### config.mk
export PLATFORM = sky130hd
export DESIGN_NAME = sph_ppi_top
export DESIGN_NICKNAME = d
export VERILOG_FILES = /design/src/rtl/sph_pkg.sv /design/src/rtl/sph_ppi_top.sv /design/src/rtl/sph_buf2.sv /design/src/rtl/sph_hs_chan.sv
export SDC_FILE = /design/constraint.sdc
export NUM_CORES = 1
export LEC_CHECK = 0
export BUFFER_PORTS_ARGS = -buffer_cell sky130_fd_sc_hd__buf_2
export CAP_MARGIN = 20
export CORE_ASPECT_RATIO = 0.75
export CORE_UTILIZATION = 60
export DETAILED_ROUTE_END_ITERATION = 6
export PLACE_DENSITY_LB_ADDON = 0.05
export SETUP_SLACK_MARGIN = 0.5
export SYNTH_ARGS = -nofsm -noshare
export SYNTH_HDL_FRONTEND = slang
export SYNTH_SLANG_ARGS = --single-unit
### constraint.sdc
create_clock -name clk_i -period 3.3 [get_ports clk_i]
set_input_delay 0.33 -clock clk_i [delete_from_list [all_inputs] [get_ports clk_i]]
set_output_delay 0.33 -clock clk_i [all_outputs]
set_load 0.01 [all_outputs]
### src/rtl/sph_pkg.sv
// package: constants and types of the strobed port handshake block
`default_nettype none
package sph_pkg;
// Functional notes
// - strobed mode maps port c pins per group and direction
// - bit 3 carries the group a irq whenever group a is strobed
// - bits not used for handshake stay plain mode 0 bits
// - bidirectional strobed mode on port a, group a only
// - bidir mode: written latch not driven out before acknowledge
// - bidir output-full low on write rise, high on ack fall
// - ack low drives port a from latch, ack high floats it
// - load strobe captures pins; host bus driven only during read
// - input-full high on strobe fall, low on the read rise that takes the last buffered word
// - two gate flops, output side and input side, gate the irq
// - output-side gate set or cleared through bit 6 set/reset
// - input-side gate set or cleared through bit 4 set/reset
// - bidir mode: bits 3..7 irq, strobe, full, ack, out-full
// - groups a and b may run different modes together
// - leftover upper direction from word bit 3, lower from bit 0
// - leftover input bits return pin values on port c read
// - leftover upper output bits change only by set/reset
// - leftover output bits 2..0 writable by port c write
// - set/reset honoured on leftover port c bits 7 down to 0
// - gate set by bit-set, cleared by bit-reset; clear blocks irq
// - input irq rises on strobe rise if full, falls on read fall
// - output irq rises on ack rise if not full, falls on write fall
    localparam int          DW        = 8;
    localparam logic [1:0]  ADDR_PA   = 2'h0;
    localparam logic [1:0]  ADDR_PB   = 2'h1;
    localparam logic [1:0]  ADDR_PC   = 2'h2;
    localparam logic [2:0]  PC_IRQ_B  = 3'h0;
    localparam logic [2:0]  PC_FLG_B  = 3'h1;
    localparam logic [2:0]  PC_HS_B   = 3'h2;
    localparam logic [2:0]  PC_IRQ_A  = 3'h3;
    localparam logic [2:0]  PC_STB_A  = 3'h4;
    localparam logic [2:0]  PC_IBF_A  = 3'h5;
    localparam logic [2:0]  PC_ACK_A  = 3'h6;
    localparam logic [2:0]  PC_OBF_A  = 3'h7;
    localparam logic        RST_OBF_N = 1'h1;
    localparam logic        RST_FLAG  = 1'h0;
    localparam logic [7:0]  RST_LATCH = 8'h00;

    typedef enum logic [2:0] {
        SPH_M0 = 3'h1,
        SPH_M1 = 3'h2,
        SPH_M2 = 3'h4
    } sph_mode_e;

    typedef struct packed {
        sph_mode_e mode_a;
        sph_mode_e mode_b;
        logic      a_in;
        logic      b_in;
        logic      pc_hi_in;
        logic      pc_lo_in;
    } sph_cfg_s;

    typedef struct packed {
        logic          rd_n;
        logic          wr_n;
        logic [1:0]    addr;
        logic [DW-1:0] data;
    } sph_host_s;

    typedef struct packed {
        logic       we;
        logic [2:0] bit_sel;
        logic       val;
    } sph_bsr_s;

    typedef struct packed {
        logic stb_p;
        logic ack_p;
        logic rd_p;
        logic wr_p;
        logic obf_n;
        logic irq_in;
        logic irq_out;
    } sph_chan_s;

    localparam sph_chan_s CHAN_RST = '{1'h1, 1'h1, 1'h1, 1'h1,
                                       RST_OBF_N, RST_FLAG, RST_FLAG};
endpackage : sph_pkg
`default_nettype wire

### src/rtl/sph_ppi_top.sv
// port a/b/c strobed handshake and control-pin logic
`default_nettype none
module sph_ppi_top import sph_pkg::*; (
    input  wire logic          clk_i,
    input  wire logic          rst_i,
    input  wire logic          ce_i,
    input  wire sph_cfg_s      cfg_i,
    input  wire sph_host_s     host_i,
    input  wire sph_bsr_s      bsr_i,
    output logic [DW-1:0]      host_data_o,
    output logic               host_data_oe_o,
    input  wire logic [DW-1:0] pa_i,
    output logic [DW-1:0]      pa_o,
    output logic               pa_oe_o,
    input  wire logic [DW-1:0] pb_i,
    output logic [DW-1:0]      pb_o,
    output logic               pb_oe_o,
    input  wire logic [7:0]    pc_i,
    output logic [7:0]         pc_o,
    output logic [7:0]         pc_oe_o
);
    typedef struct packed {
        logic [DW-1:0] pa_out;
        logic [DW-1:0] pb_out;
        logic [7:0]    pc_out;
        logic          gate_a_in;
        logic          gate_a_out;
        logic          gate_b;
        logic [DW-1:0] rd_data;
    } sph_top_s;

    sph_top_s      st_reg;
    sph_top_s      st_next;

    // mode decode
    logic          a_m0;
    logic          a_m2;
    logic          a_strobe;
    logic          a_in_en;
    logic          a_out_en;
    logic          b_strobe;
    logic          b_in_en;
    logic          b_out_en;

    // port c allocation
    logic [7:0]    ctl_mask;
    logic [7:0]    hs_oe;
    logic [7:0]    hs_val;
    logic [7:0]    left_in;
    logic [7:0]    left_out;

    // qualified host strobes
    logic          rd_a_n;
    logic          wr_a_n;
    logic          rd_b_n;
    logic          wr_b_n;

    // channel and buffer links
    logic          obf_a_n;
    logic          obf_b_n;
    logic          irq_a;
    logic          irq_b;
    logic          push_a;
    logic          push_b;
    logic          pop_a;
    logic          pop_b;
    logic          room_a;
    logic          room_b;
    logic          ibf_a;
    logic          ibf_b;
    logic [DW-1:0] in_a;
    logic [DW-1:0] in_b;

    always_comb begin
        a_m0 = 1'b1;
        a_m2 = 1'b0;
        case (cfg_i.mode_a)
            SPH_M0: begin
                a_m0 = 1'b1;
            end
            SPH_M1: begin
                a_m0 = 1'b0;
            end
            SPH_M2: begin
                a_m0 = 1'b0;
                a_m2 = 1'b1;
            end
            default: begin
                a_m0 = 1'b1;
            end
        endcase
        // bidir mode is not offered to group b
        case (cfg_i.mode_b)
            SPH_M1: begin
                b_strobe = 1'b1;
            end
            default: begin
                b_strobe = 1'b0;
            end
        endcase
    end

    // each group decodes its own mode independently
    assign a_strobe = !a_m0;
    assign a_in_en  = a_m2 || (a_strobe && cfg_i.a_in);
    assign a_out_en = a_m2 || (a_strobe && !cfg_i.a_in);
    assign b_in_en  = b_strobe && cfg_i.b_in;
    assign b_out_en = b_strobe && !cfg_i.b_in;

    // handshake pins: irq b, flag b, strobe/ack b, irq a, a side
    assign ctl_mask = {{2{a_out_en}}, {2{a_in_en}}, a_strobe,
                       {3{b_strobe}}};
    assign hs_oe    = {a_out_en, 1'b0, a_in_en, 1'b0, a_strobe,
                       1'b0, b_strobe, b_strobe};
    assign hs_val   = {obf_a_n, 1'b0, ibf_a, 1'b0, irq_a,
                       1'b0, (b_in_en ? ibf_b : obf_b_n), irq_b};

    // leftover direction from control word bits 3 and 0
    assign left_in  = ~ctl_mask & {{4{cfg_i.pc_hi_in}},
                                   {4{cfg_i.pc_lo_in}}};
    assign left_out = ~ctl_mask & ~left_in;

    assign pc_oe_o  = (ctl_mask & hs_oe) | left_out;
    assign pc_o     = (ctl_mask & hs_val) | (~ctl_mask & st_reg.pc_out);

    assign rd_a_n   = host_i.rd_n || (host_i.addr != ADDR_PA);
    assign wr_a_n   = host_i.wr_n || (host_i.addr != ADDR_PA);
    assign rd_b_n   = host_i.rd_n || (host_i.addr != ADDR_PB);
    assign wr_b_n   = host_i.wr_n || (host_i.addr != ADDR_PB);

    sph_hs_chan u_chan_a (
        .clk_i      (clk_i),
        .rst_i      (rst_i),
        .ce_i       (ce_i),
        .in_en_i    (a_in_en),
        .out_en_i   (a_out_en),
        .stb_n_i    (pc_i[PC_STB_A]),
        .ack_n_i    (pc_i[PC_ACK_A]),
        .rd_n_i     (rd_a_n),
        .wr_n_i     (wr_a_n),
        .in_full_i  (ibf_a),
        .in_room_i  (room_a),
        .in_gate_i  (st_reg.gate_a_in),
        .out_gate_i (st_reg.gate_a_out),
        .obf_n_o    (obf_a_n),
        .irq_o      (irq_a),
        .push_o     (push_a),
        .pop_o      (pop_a)
    );

    sph_hs_chan u_chan_b (
        .clk_i      (clk_i),
        .rst_i      (rst_i),
        .ce_i       (ce_i),
        .in_en_i    (b_in_en),
        .out_en_i   (b_out_en),
        .stb_n_i    (pc_i[PC_HS_B]),
        .ack_n_i    (pc_i[PC_HS_B]),
        .rd_n_i     (rd_b_n),
        .wr_n_i     (wr_b_n),
        .in_full_i  (ibf_b),
        .in_room_i  (room_b),
        .in_gate_i  (st_reg.gate_b),
        .out_gate_i (st_reg.gate_b),
        .obf_n_o    (obf_b_n),
        .irq_o      (irq_b),
        .push_o     (push_b),
        .pop_o      (pop_b)
    );

    // input latch: strobe fall pushes, host read rise pops
    sph_buf2 #(.W(DW)) u_buf_a (
        .clk_i       (clk_i),
        .rst_i       (rst_i),
        .ce_i        (ce_i),
        .in_valid_i  (push_a),
        .in_ready_o  (room_a),
        .in_data_i   (pa_i),
        .out_valid_o (ibf_a),
        .out_ready_i (pop_a),
        .out_data_o  (in_a)
    );

    sph_buf2 #(.W(DW)) u_buf_b (
        .clk_i       (clk_i),
        .rst_i       (rst_i),
        .ce_i        (ce_i),
        .in_valid_i  (push_b),
        .in_ready_o  (room_b),
        .in_data_i   (pb_i),
        .out_valid_o (ibf_b),
        .out_ready_i (pop_b),
        .out_data_o  (in_b)
    );

    always_comb begin
        st_next = st_reg;
        if (!host_i.wr_n) begin
            case (host_i.addr)
                ADDR_PA: begin
                    st_next.pa_out = host_i.data;
                end
                ADDR_PB: begin
                    st_next.pb_out = host_i.data;
                end
                ADDR_PC: begin
                    for (int i = 0; i < 3; i++) begin
                        if (left_out[i]) begin
                            st_next.pc_out[i] = host_i.data[i];
                        end
                    end
                end
                default: begin
                    st_next.pc_out = st_reg.pc_out;
                end
            endcase
        end
        if (bsr_i.we) begin
            if (!ctl_mask[bsr_i.bit_sel]) begin
                st_next.pc_out[bsr_i.bit_sel] = bsr_i.val;
            end else if (bsr_i.bit_sel == PC_STB_A) begin
                st_next.gate_a_in = bsr_i.val;
            end else if (bsr_i.bit_sel == PC_ACK_A) begin
                st_next.gate_a_out = bsr_i.val;
            end else if (bsr_i.bit_sel == PC_HS_B) begin
                st_next.gate_b = bsr_i.val;
            end
        end
        if (!host_i.rd_n) begin
            case (host_i.addr)
                ADDR_PA: begin
                    st_next.rd_data = a_in_en ? in_a
                                    : (cfg_i.a_in ? pa_i : st_reg.pa_out);
                end
                ADDR_PB: begin
                    st_next.rd_data = b_in_en ? in_b
                                    : (cfg_i.b_in ? pb_i : st_reg.pb_out);
                end
                ADDR_PC: begin
                    st_next.rd_data = (left_in & pc_i)
                                    | (~left_in & pc_o);
                end
                default: begin
                    st_next.rd_data = RST_LATCH;
                end
            endcase
        end
    end

    always_ff @(posedge clk_i) begin
        if (rst_i) begin
            st_reg <= '{RST_LATCH, RST_LATCH, RST_LATCH,
                        RST_FLAG, RST_FLAG, RST_FLAG, RST_LATCH};
        end else if (ce_i) begin
            st_reg <= st_next;
        end
    end

    // bidir: latch floats until ack pulls low
    assign pa_o    = st_reg.pa_out;
    assign pa_oe_o = a_m2 ? !pc_i[PC_ACK_A]
                          : !cfg_i.a_in;
    assign pb_o    = st_reg.pb_out;
    assign pb_oe_o = !cfg_i.b_in;

    // host bus driven only while a read is under way
    assign host_data_o    = st_reg.rd_data;
    assign host_data_oe_o = !host_i.rd_n
                         && (host_i.addr != 2'h3);
endmodule : sph_ppi_top
`default_nettype wire

### src/rtl/sph_buf2.sv
// two-entry buffer with valid/ready on both sides
`default_nettype none
module sph_buf2 import sph_pkg::*; #(
    parameter int W = 8
) (
    input  wire logic         clk_i,
    input  wire logic         rst_i,
    input  wire logic         ce_i,
    input  wire logic         in_valid_i,
    output logic              in_ready_o,
    input  wire logic [W-1:0] in_data_i,
    output logic              out_valid_o,
    input  wire logic         out_ready_i,
    output logic [W-1:0]      out_data_o
);
    typedef struct packed {
        logic [1:0][W-1:0] mem;
        logic [1:0]        cnt;
    } sph_buf_st_s;

    sph_buf_st_s st_reg;
    sph_buf_st_s st_next;
    logic        push;
    logic        pop;
    logic        idx;

    assign in_ready_o  = (st_reg.cnt != 2'h2);
    assign out_valid_o = (st_reg.cnt != 2'h0);
    assign out_data_o  = st_reg.mem[0];

    always_comb begin
        st_next = st_reg;
        push    = ce_i && in_valid_i && in_ready_o;
        pop     = ce_i && out_valid_o && out_ready_i;
        idx     = (st_reg.cnt == 2'h1) && !pop;
        if (pop) begin
            st_next.mem[0] = st_reg.mem[1];
        end
        if (push) begin
            st_next.mem[idx] = in_data_i;
        end
        st_next.cnt = st_reg.cnt + {1'b0, push} - {1'b0, pop};
    end

    always_ff @(posedge clk_i) begin
        if (rst_i) begin
            st_reg <= '0;
        end else if (ce_i) begin
            st_reg <= st_next;
        end
    end
endmodule : sph_buf2
`default_nettype wire

### src/rtl/sph_hs_chan.sv
// strobe/ack edge handshake, full flag and irq of one group
`default_nettype none
module sph_hs_chan import sph_pkg::*; (
    input  wire logic clk_i,
    input  wire logic rst_i,
    input  wire logic ce_i,
    input  wire logic in_en_i,
    input  wire logic out_en_i,
    input  wire logic stb_n_i,
    input  wire logic ack_n_i,
    input  wire logic rd_n_i,
    input  wire logic wr_n_i,
    input  wire logic in_full_i,
    input  wire logic in_room_i,
    input  wire logic in_gate_i,
    input  wire logic out_gate_i,
    output logic      obf_n_o,
    output logic      irq_o,
    output logic      push_o,
    output logic      pop_o
);
    sph_chan_s st_reg;
    sph_chan_s st_next;
    logic      stb_fall, stb_rise, ack_fall, ack_rise;
    logic      rd_fall, rd_rise, wr_fall, wr_rise;

    always_comb begin
        stb_fall = in_en_i && st_reg.stb_p && !stb_n_i;
        stb_rise = in_en_i && !st_reg.stb_p && stb_n_i;
        rd_fall  = in_en_i && st_reg.rd_p && !rd_n_i;
        rd_rise  = in_en_i && !st_reg.rd_p && rd_n_i;
        ack_fall = out_en_i && st_reg.ack_p && !ack_n_i;
        ack_rise = out_en_i && !st_reg.ack_p && ack_n_i;
        wr_fall  = out_en_i && st_reg.wr_p && !wr_n_i;
        wr_rise  = out_en_i && !st_reg.wr_p && wr_n_i;
        st_next       = st_reg;
        st_next.stb_p = stb_n_i;
        st_next.ack_p = ack_n_i;
        st_next.rd_p  = rd_n_i;
        st_next.wr_p  = wr_n_i;
        if (ack_fall) begin
            st_next.obf_n = 1'b1;
        end
        if (wr_rise) begin
            st_next.obf_n = 1'b0;
        end
        if (rd_fall) begin
            st_next.irq_in = 1'b0;
        end
        if (stb_rise && in_full_i && in_gate_i) begin
            st_next.irq_in = 1'b1;
        end
        if (wr_fall) begin
            st_next.irq_out = 1'b0;
        end
        if (ack_rise && st_reg.obf_n && out_gate_i) begin
            st_next.irq_out = 1'b1;
        end
        if (!in_en_i) begin
            st_next.irq_in = RST_FLAG;
        end
        if (!out_en_i) begin
            st_next.obf_n   = RST_OBF_N;
            st_next.irq_out = RST_FLAG;
        end
    end

    assign push_o  = stb_fall && in_room_i;
    assign pop_o   = rd_rise && in_full_i;
    assign obf_n_o = st_reg.obf_n;
    assign irq_o   = (st_reg.irq_in && in_gate_i)
                  || (st_reg.irq_out && out_gate_i);

    always_ff @(posedge clk_i) begin
        if (rst_i) begin
            st_reg <= CHAN_RST;
        end else if (ce_i) begin
            st_reg <= st_next;
        end
    end
endmodule : sph_hs_chan
`default_nettype wire

# Yosys cells after proc, flatten, opt, wreduce, memory -nomap -nowiden

Cells that the tools add are included.

Bits in registers: 84
Bits of input ports: 54
Output and inout bits: 43

$add $sub $neg: 4
Magnitude comparators: 6
Eq/ne operators: 20
Muxes and demuxes: 55
Bitwise operators: 16
Reductions and logical operators: 112

Operator list:

| cell                 | number |
|---|---|
| $mux W8              | 11 |
| $logic_and A1 B1 Y1  | 66 |
| $and A8 B8 Y8        | 7 |
| $bwmux W16           | 2 |
| $mux W1              | 31 |
| $or A8 B8 Y8         | 3 |
| $pmux W8 S3          | 1 |
| $logic_not A1 Y1     | 19 |
| $reduce_and A2 Y1    | 9 |
| $demux W8 S1         | 2 |
| $not A8 Y8           | 2 |
| $ne A3 B3 Y1 const B | 4 |
| $mux W11             | 1 |
| $eq A3 B2 Y1 const B | 3 |
| $eq A3 B3 Y1 const B | 3 |
| $mux W3              | 3 |
| $bwmux W8            | 1 |
| $logic_or A1 B1 Y1   | 8 |
| $eq A2 B1 Y1 const B | 3 |
| $ne A2 B2 Y1 const B | 3 |
| $ne A3 B1 Y1 const B | 2 |
| $reduce_and A3 Y1    | 2 |
| $reduce_and A6 Y1    | 1 |
| $reduce_bool A2 Y1   | 3 |
| other kinds (16)     | 23 |

# Logic depth before layout (Yosys ltp)

Depth in word-level cells: 16
Mapped depth: 10
Mapped depth without buffers: 10

# By module

Synthesis repeated with hierarchy kept, for this count alone.

Cell total of the unflattened synthesis: 622
Area, all modules: 5178.7 µm²

Modules (own cells, without submodules):

| module      | times used | cells an instance | area each (µm²) | sequential area each (µm²) |
|---|---|---|---|---|
| sph_ppi_top | 1          | 330               | 2576.2          | 700.7 |
| sph_buf2    | 2          | 111               | 962.2           | 360.3 |
| sph_hs_chan | 2          | 35                | 339.1           | 140.1 |

# Worst setup path after synthesis

OpenSTA, ideal clock, no wires.

Kind: input to register
From: in cfg_i[4] (netlist name)
To: reg u_buf_b.st_reg[1] (netlist name)
Library setup time: 0.128 ns
Arrival: 1.892 ns
Required time: 3.172 ns
Path slack: 1.281 ns
Stages on the path: 10
Buffers on the path: 0
Cell sequence: nor3b_4 nand3_4 nor4_1 ha_1 inv_1 ha_1 xnor2_1 nor2_1 xnor2_1 nor2_1

Cells in the longest elaborated chain, start to end: 10

RTL lines:

| what                              | RTL line           | text |
|---|---|---|
| from (decl)                       | sph_ppi_top.sv:7   | `input wire sph_cfg_s cfg_i,` |
| $eq A3 B2 Y1 (*)                  | sph_ppi_top.sv:93  | `case (cfg_i.mode_b)` |
| $mux W1 (*)                       | sph_ppi_top.sv:93  |  |
| $logic_and A1 B1 Y1 (*)           | sph_ppi_top.sv:107 | `assign b_in_en = b_strobe && cfg_i.b_in;` |
| $logic_and A1 B1 Y1 (2 in series) | sph_hs_chan.sv:28  | `stb_fall = in_en_i && st_reg.stb_p && !stb_n_i;` |
| $logic_and A1 B1 Y1               | sph_hs_chan.sv:68  | `assign push_o = stb_fall && in_room_i;` |
| $logic_and A1 B1 Y1 (2 in series) | sph_buf2.sv:33     | `push = ce_i && in_valid_i && in_ready_o;` |
| $add A2 B1 Y2                     | sph_buf2.sv:42     | `st_next.cnt = st_reg.cnt + {1'b0, push} - {1'b0, pop};` |
| $sub A2 B1 Y2 (*)                 | sph_buf2.sv:42     |  |
| to (signal assigned)              | sph_buf2.sv:49     | `st_reg <= st_next;` |
| to (decl)                         | sph_buf2.sv:21     | `sph_buf_st_s st_reg;` |

Mark *: on every way between the ends. The rest lies on a longest branch, timed or not.
A chain may end at the register's enable or synchronous reset.

# Final worst setup path

From: in cfg_i[7] (netlist name)
To: out pc_o[7]

Cells in the longest elaborated chain, start to end: 7

RTL lines:

| what                                         | RTL line           | text |
|---|---|---|
| $eq A3 B3 Y1 or $eq A3 B2 Y1 (tied branches) | sph_ppi_top.sv:77  | `case (cfg_i.mode_a)` |
| $reduce_or A2 Y1 (no line)                   | -                  |  |
| $logic_and A1 B1 Y1                          | sph_ppi_top.sv:106 | `assign a_out_en = a_m2 \|\| (a_strobe && !cfg_i.a_in);` |
| $logic_or A1 B1 Y1 (*)                       | sph_ppi_top.sv:106 |  |
| $not A8 Y8                                   | sph_ppi_top.sv:124 | `assign pc_o = (ctl_mask & hs_val) \| (~ctl_mask & st_reg.pc_out);` |
| $and A8 B8 Y8                                | sph_ppi_top.sv:124 |  |
| $or A8 B8 Y8 (*)                             | sph_ppi_top.sv:124 |  |
| to (decl)                                    | sph_ppi_top.sv:19  | `output logic [7:0] pc_o,` |

Marked as above.

==> results.toml <==
[run_status]
status = "finished, final reports clean"

[route]
highest_layer = "met4"
wl_per_cell_um = 16.9
drt_iter0_drc = 320
drt-vias-per-instance = 5.95
first_pass_iters = 4
wl_um = 12500
wl_met3_um = 805
wl_met1_um = 6040
num_vias = 4394
drc = 0
wl_met2_um = 5530
ant_nets = 0

[timing]
setup-tns-final_ns = 0
skew_ns = 0.00875
holdWs_ns = 0.197
max_slew_margin_pct = 39.1
fmax_mhz = 464
min_period_over_period_pct = 65.3
worst_pin_slew_ns = 0.909
hold_viol = 0
fin_crit_ns = 2.15
drv_slew = 0
rsz0062_at_grt = "false"
setup_violations = 0

[setup_path]
critPathLaunchType = "input port"
crit_chain = "buf_2 -> nor3b_1 -> a21oi_1 -> mux2_2 -> buf_2"
cpMostUsedCell = "buf_2"
r2r_setup_slack_ns = 1.39
end_kind = "output pin"
critPathArrivalTime_ns = 1.82
rr_endpoint = "u_buf_b.out_data_o[1]"
critPathKind = "input port to output pin"
cp.required_ns = 2.97
r2r-start = "u_buf_b.st_reg[1]"
cp_max_fo = 8
slowest_stage = "nor3b_1"
cp_slowest_stage_delay_ns = 0.56
reg2reg_depth = 4

[synth]
syn_inst = 580
yosys_most_used_dff = "dfxtp_1"
synth-async-reset-ratio_pct = 0
synth_enable_flop_cells = 0
ys_ff_latch = 84
synth_nets = 637
syn_avg_cell_area_sq_um = 8.27
ys_warn_count = 0
yosysSeqAreaShare_pct = 35.1
synth_cell_types = 65
synth_area_sq_um = 4790

[placement]
place_area_sq_um = 5080
hpwl_um = 9430
gp_congestion = 0.918
io_buffer_count = 96

[cts]
post-cts-setup-buffer-count = 0
path_clk_slew_ns = 0.09
cts_resized = 0
numCtsBuffers = 9
clkLatencyLatePin_ns = 0.37
cts.sinks = 84
cts.htree.levels = 3
postCtsHoldBufs = 0
max-clock-path-buffers = 2
cts-root-buf = "clkbuf_8"
tritoncts = "yes"

[global_route]
grt_util_all_layers_pct = 31.1
grt_pass1_wl_um = 20200
grt_pass1_vias = 4008
antenna_found_initial = 0
grt_overflow = 0
grt_start_max_net_pins = 50

[die]
start_util_pct = 63.6
ioPinCount = 97
die_w_um = 105
num_rows = 27
dieArea_sq_um = 8360
core_sq_um = 7530
die_y_um = 79.4

[hold_path]
hold_path_class = "input port to register"
hold_end = "pa_o[6]"
min-delay-start = "host_i[6]"
hold_depth = 3

[cells_and_area]
antenna_cells = 0
area_delta_synth_final_pct = 9.79
layout.nets = 689
nFillCells = 645
layout_commonest_cell = "buf_2"
fin_area_sq_um = 5260
drive_gt1_share_pct = 22.6
largest_reg_flops = 11
layout_common_cells = "buf_2, dfxtp_1, nand2_1, nor2_1, mux2i_1"

[power]
ir_worst_vdd_mv = 0.241
p_leak_nw = 2.14
power.density_nw_per_um2 = 386

[flow_run]
max_cap_viol_count = 0
synthesized netlist by cell type, types with 5 or more instances:
master | count | area, sq um
dfxtp_1 | 84 | 1680
nand2_1 | 74 | 278
nor2_1 | 73 | 274
mux2i_1 | 55 | 551
a21oi_1 | 32 | 160
buf_4 | 28 | 210
o21ai_0 | 24 | 120
clkbuf_1 | 20 | 75.1
inv_1 | 19 | 71.3
a211oi_1 | 14 | 105
a22oi_1 | 12 | 90.1
nor2b_1 | 11 | 68.8
a211o_1 | 9 | 78.8
nand2b_1 | 9 | 56.3
o221a_2 | 8 | 90.1
o221ai_1 | 7 | 61.3
buf_2 | 6 | 30.0
nor3_1 | 6 | 30.0
a31oi_1 | 5 | 31.3
critical path: cells and delay by family:
kind | cells | cell delay (ns)
and+or+nand+nor | 1 | 0.56
AOI/OAI and AO/OA | 1 | 0.31
muxes | 1 | 0.34
buffers and inverters | 2 | 0.29
layout make-up:
type	count	area, sq um	share of cell area (%)
clock inverters	6	46.3	0.879
flip-flops and latches	84	1680	31.9
clock buffers	10	138	2.61
well taps	101	126	2.40
multi-input cells	417	2680	51.0
inverters	19	71.3	1.35
repair buffers	101	518	9.84
metrics by stage:
| step | cells | setup WS (ns) | total power, W | util, % |
|---|---|---|---|---|
| finish | 738 | 1.15 | 0.00203 | 69.9 |
| global route | 738 | 1.00 | 0.00211 | 69.9 |
| CTS | 738 | 1.19 | 0.00204 | 69.9 |
| detailed placement | 722 | 0.806 | 0.00134 | 67.4 |
| global placement | 722 | 0.949 | 0.00133 | 67.4 |
| floorplan | 580 | 1.28 | 0.00125 | - |
worst max-delay path by stage:
stage / start / depth (start not counted) / endpoint
2_1_floorplan: cfg_i[4] / 10 / u_buf_b.st_reg[1]
3_3_place_gp: cfg_i[4] / 11 / u_buf_b.st_reg[1]
3_5_place_dp: cfg_i[4] / 11 / u_buf_b.st_reg[1]
4_1_cts: cfg_i[7] / 5 / pc_o[7]
5_1_grt: cfg_i[4] / 11 / u_buf_b.st_reg[1]
6_report: cfg_i[7] / 5 / pc_o[7]
routing by layer:
layer | up-vias | GRT usage, %
met1 | 2098 | 42.9
met4 | 0 | 7.61
li1 | 2135 | -
met2 | 146 | 48.9
met5 | - | 0
met3 | 15 | 7.51
power by group:
part | switching [W] | total (W) | internal (W)
Sequential | 0.0000134 | 0.00104 | 0.00103
Combinational | 0.000173 | 0.000279 | 0.000106
Clock | 0.000407 | 0.000709 | 0.000302
Total | 0.000594 | 0.00203 | 0.00144
cell families after synthesis:
kind of cell               Yosys count  share of synthesized area, %
adders and majority gates            3                         0.783
AOI/OAI and AO/OA                  137                          19.8
DFF                                 84                          35.1
buffers and inverters               79                          9.11
and+or+nand+nor                    213                          21.9
muxes                               59                          12.4
xor gates and xnor gates             5                         0.914
Power figures use the tool's default switching activity.
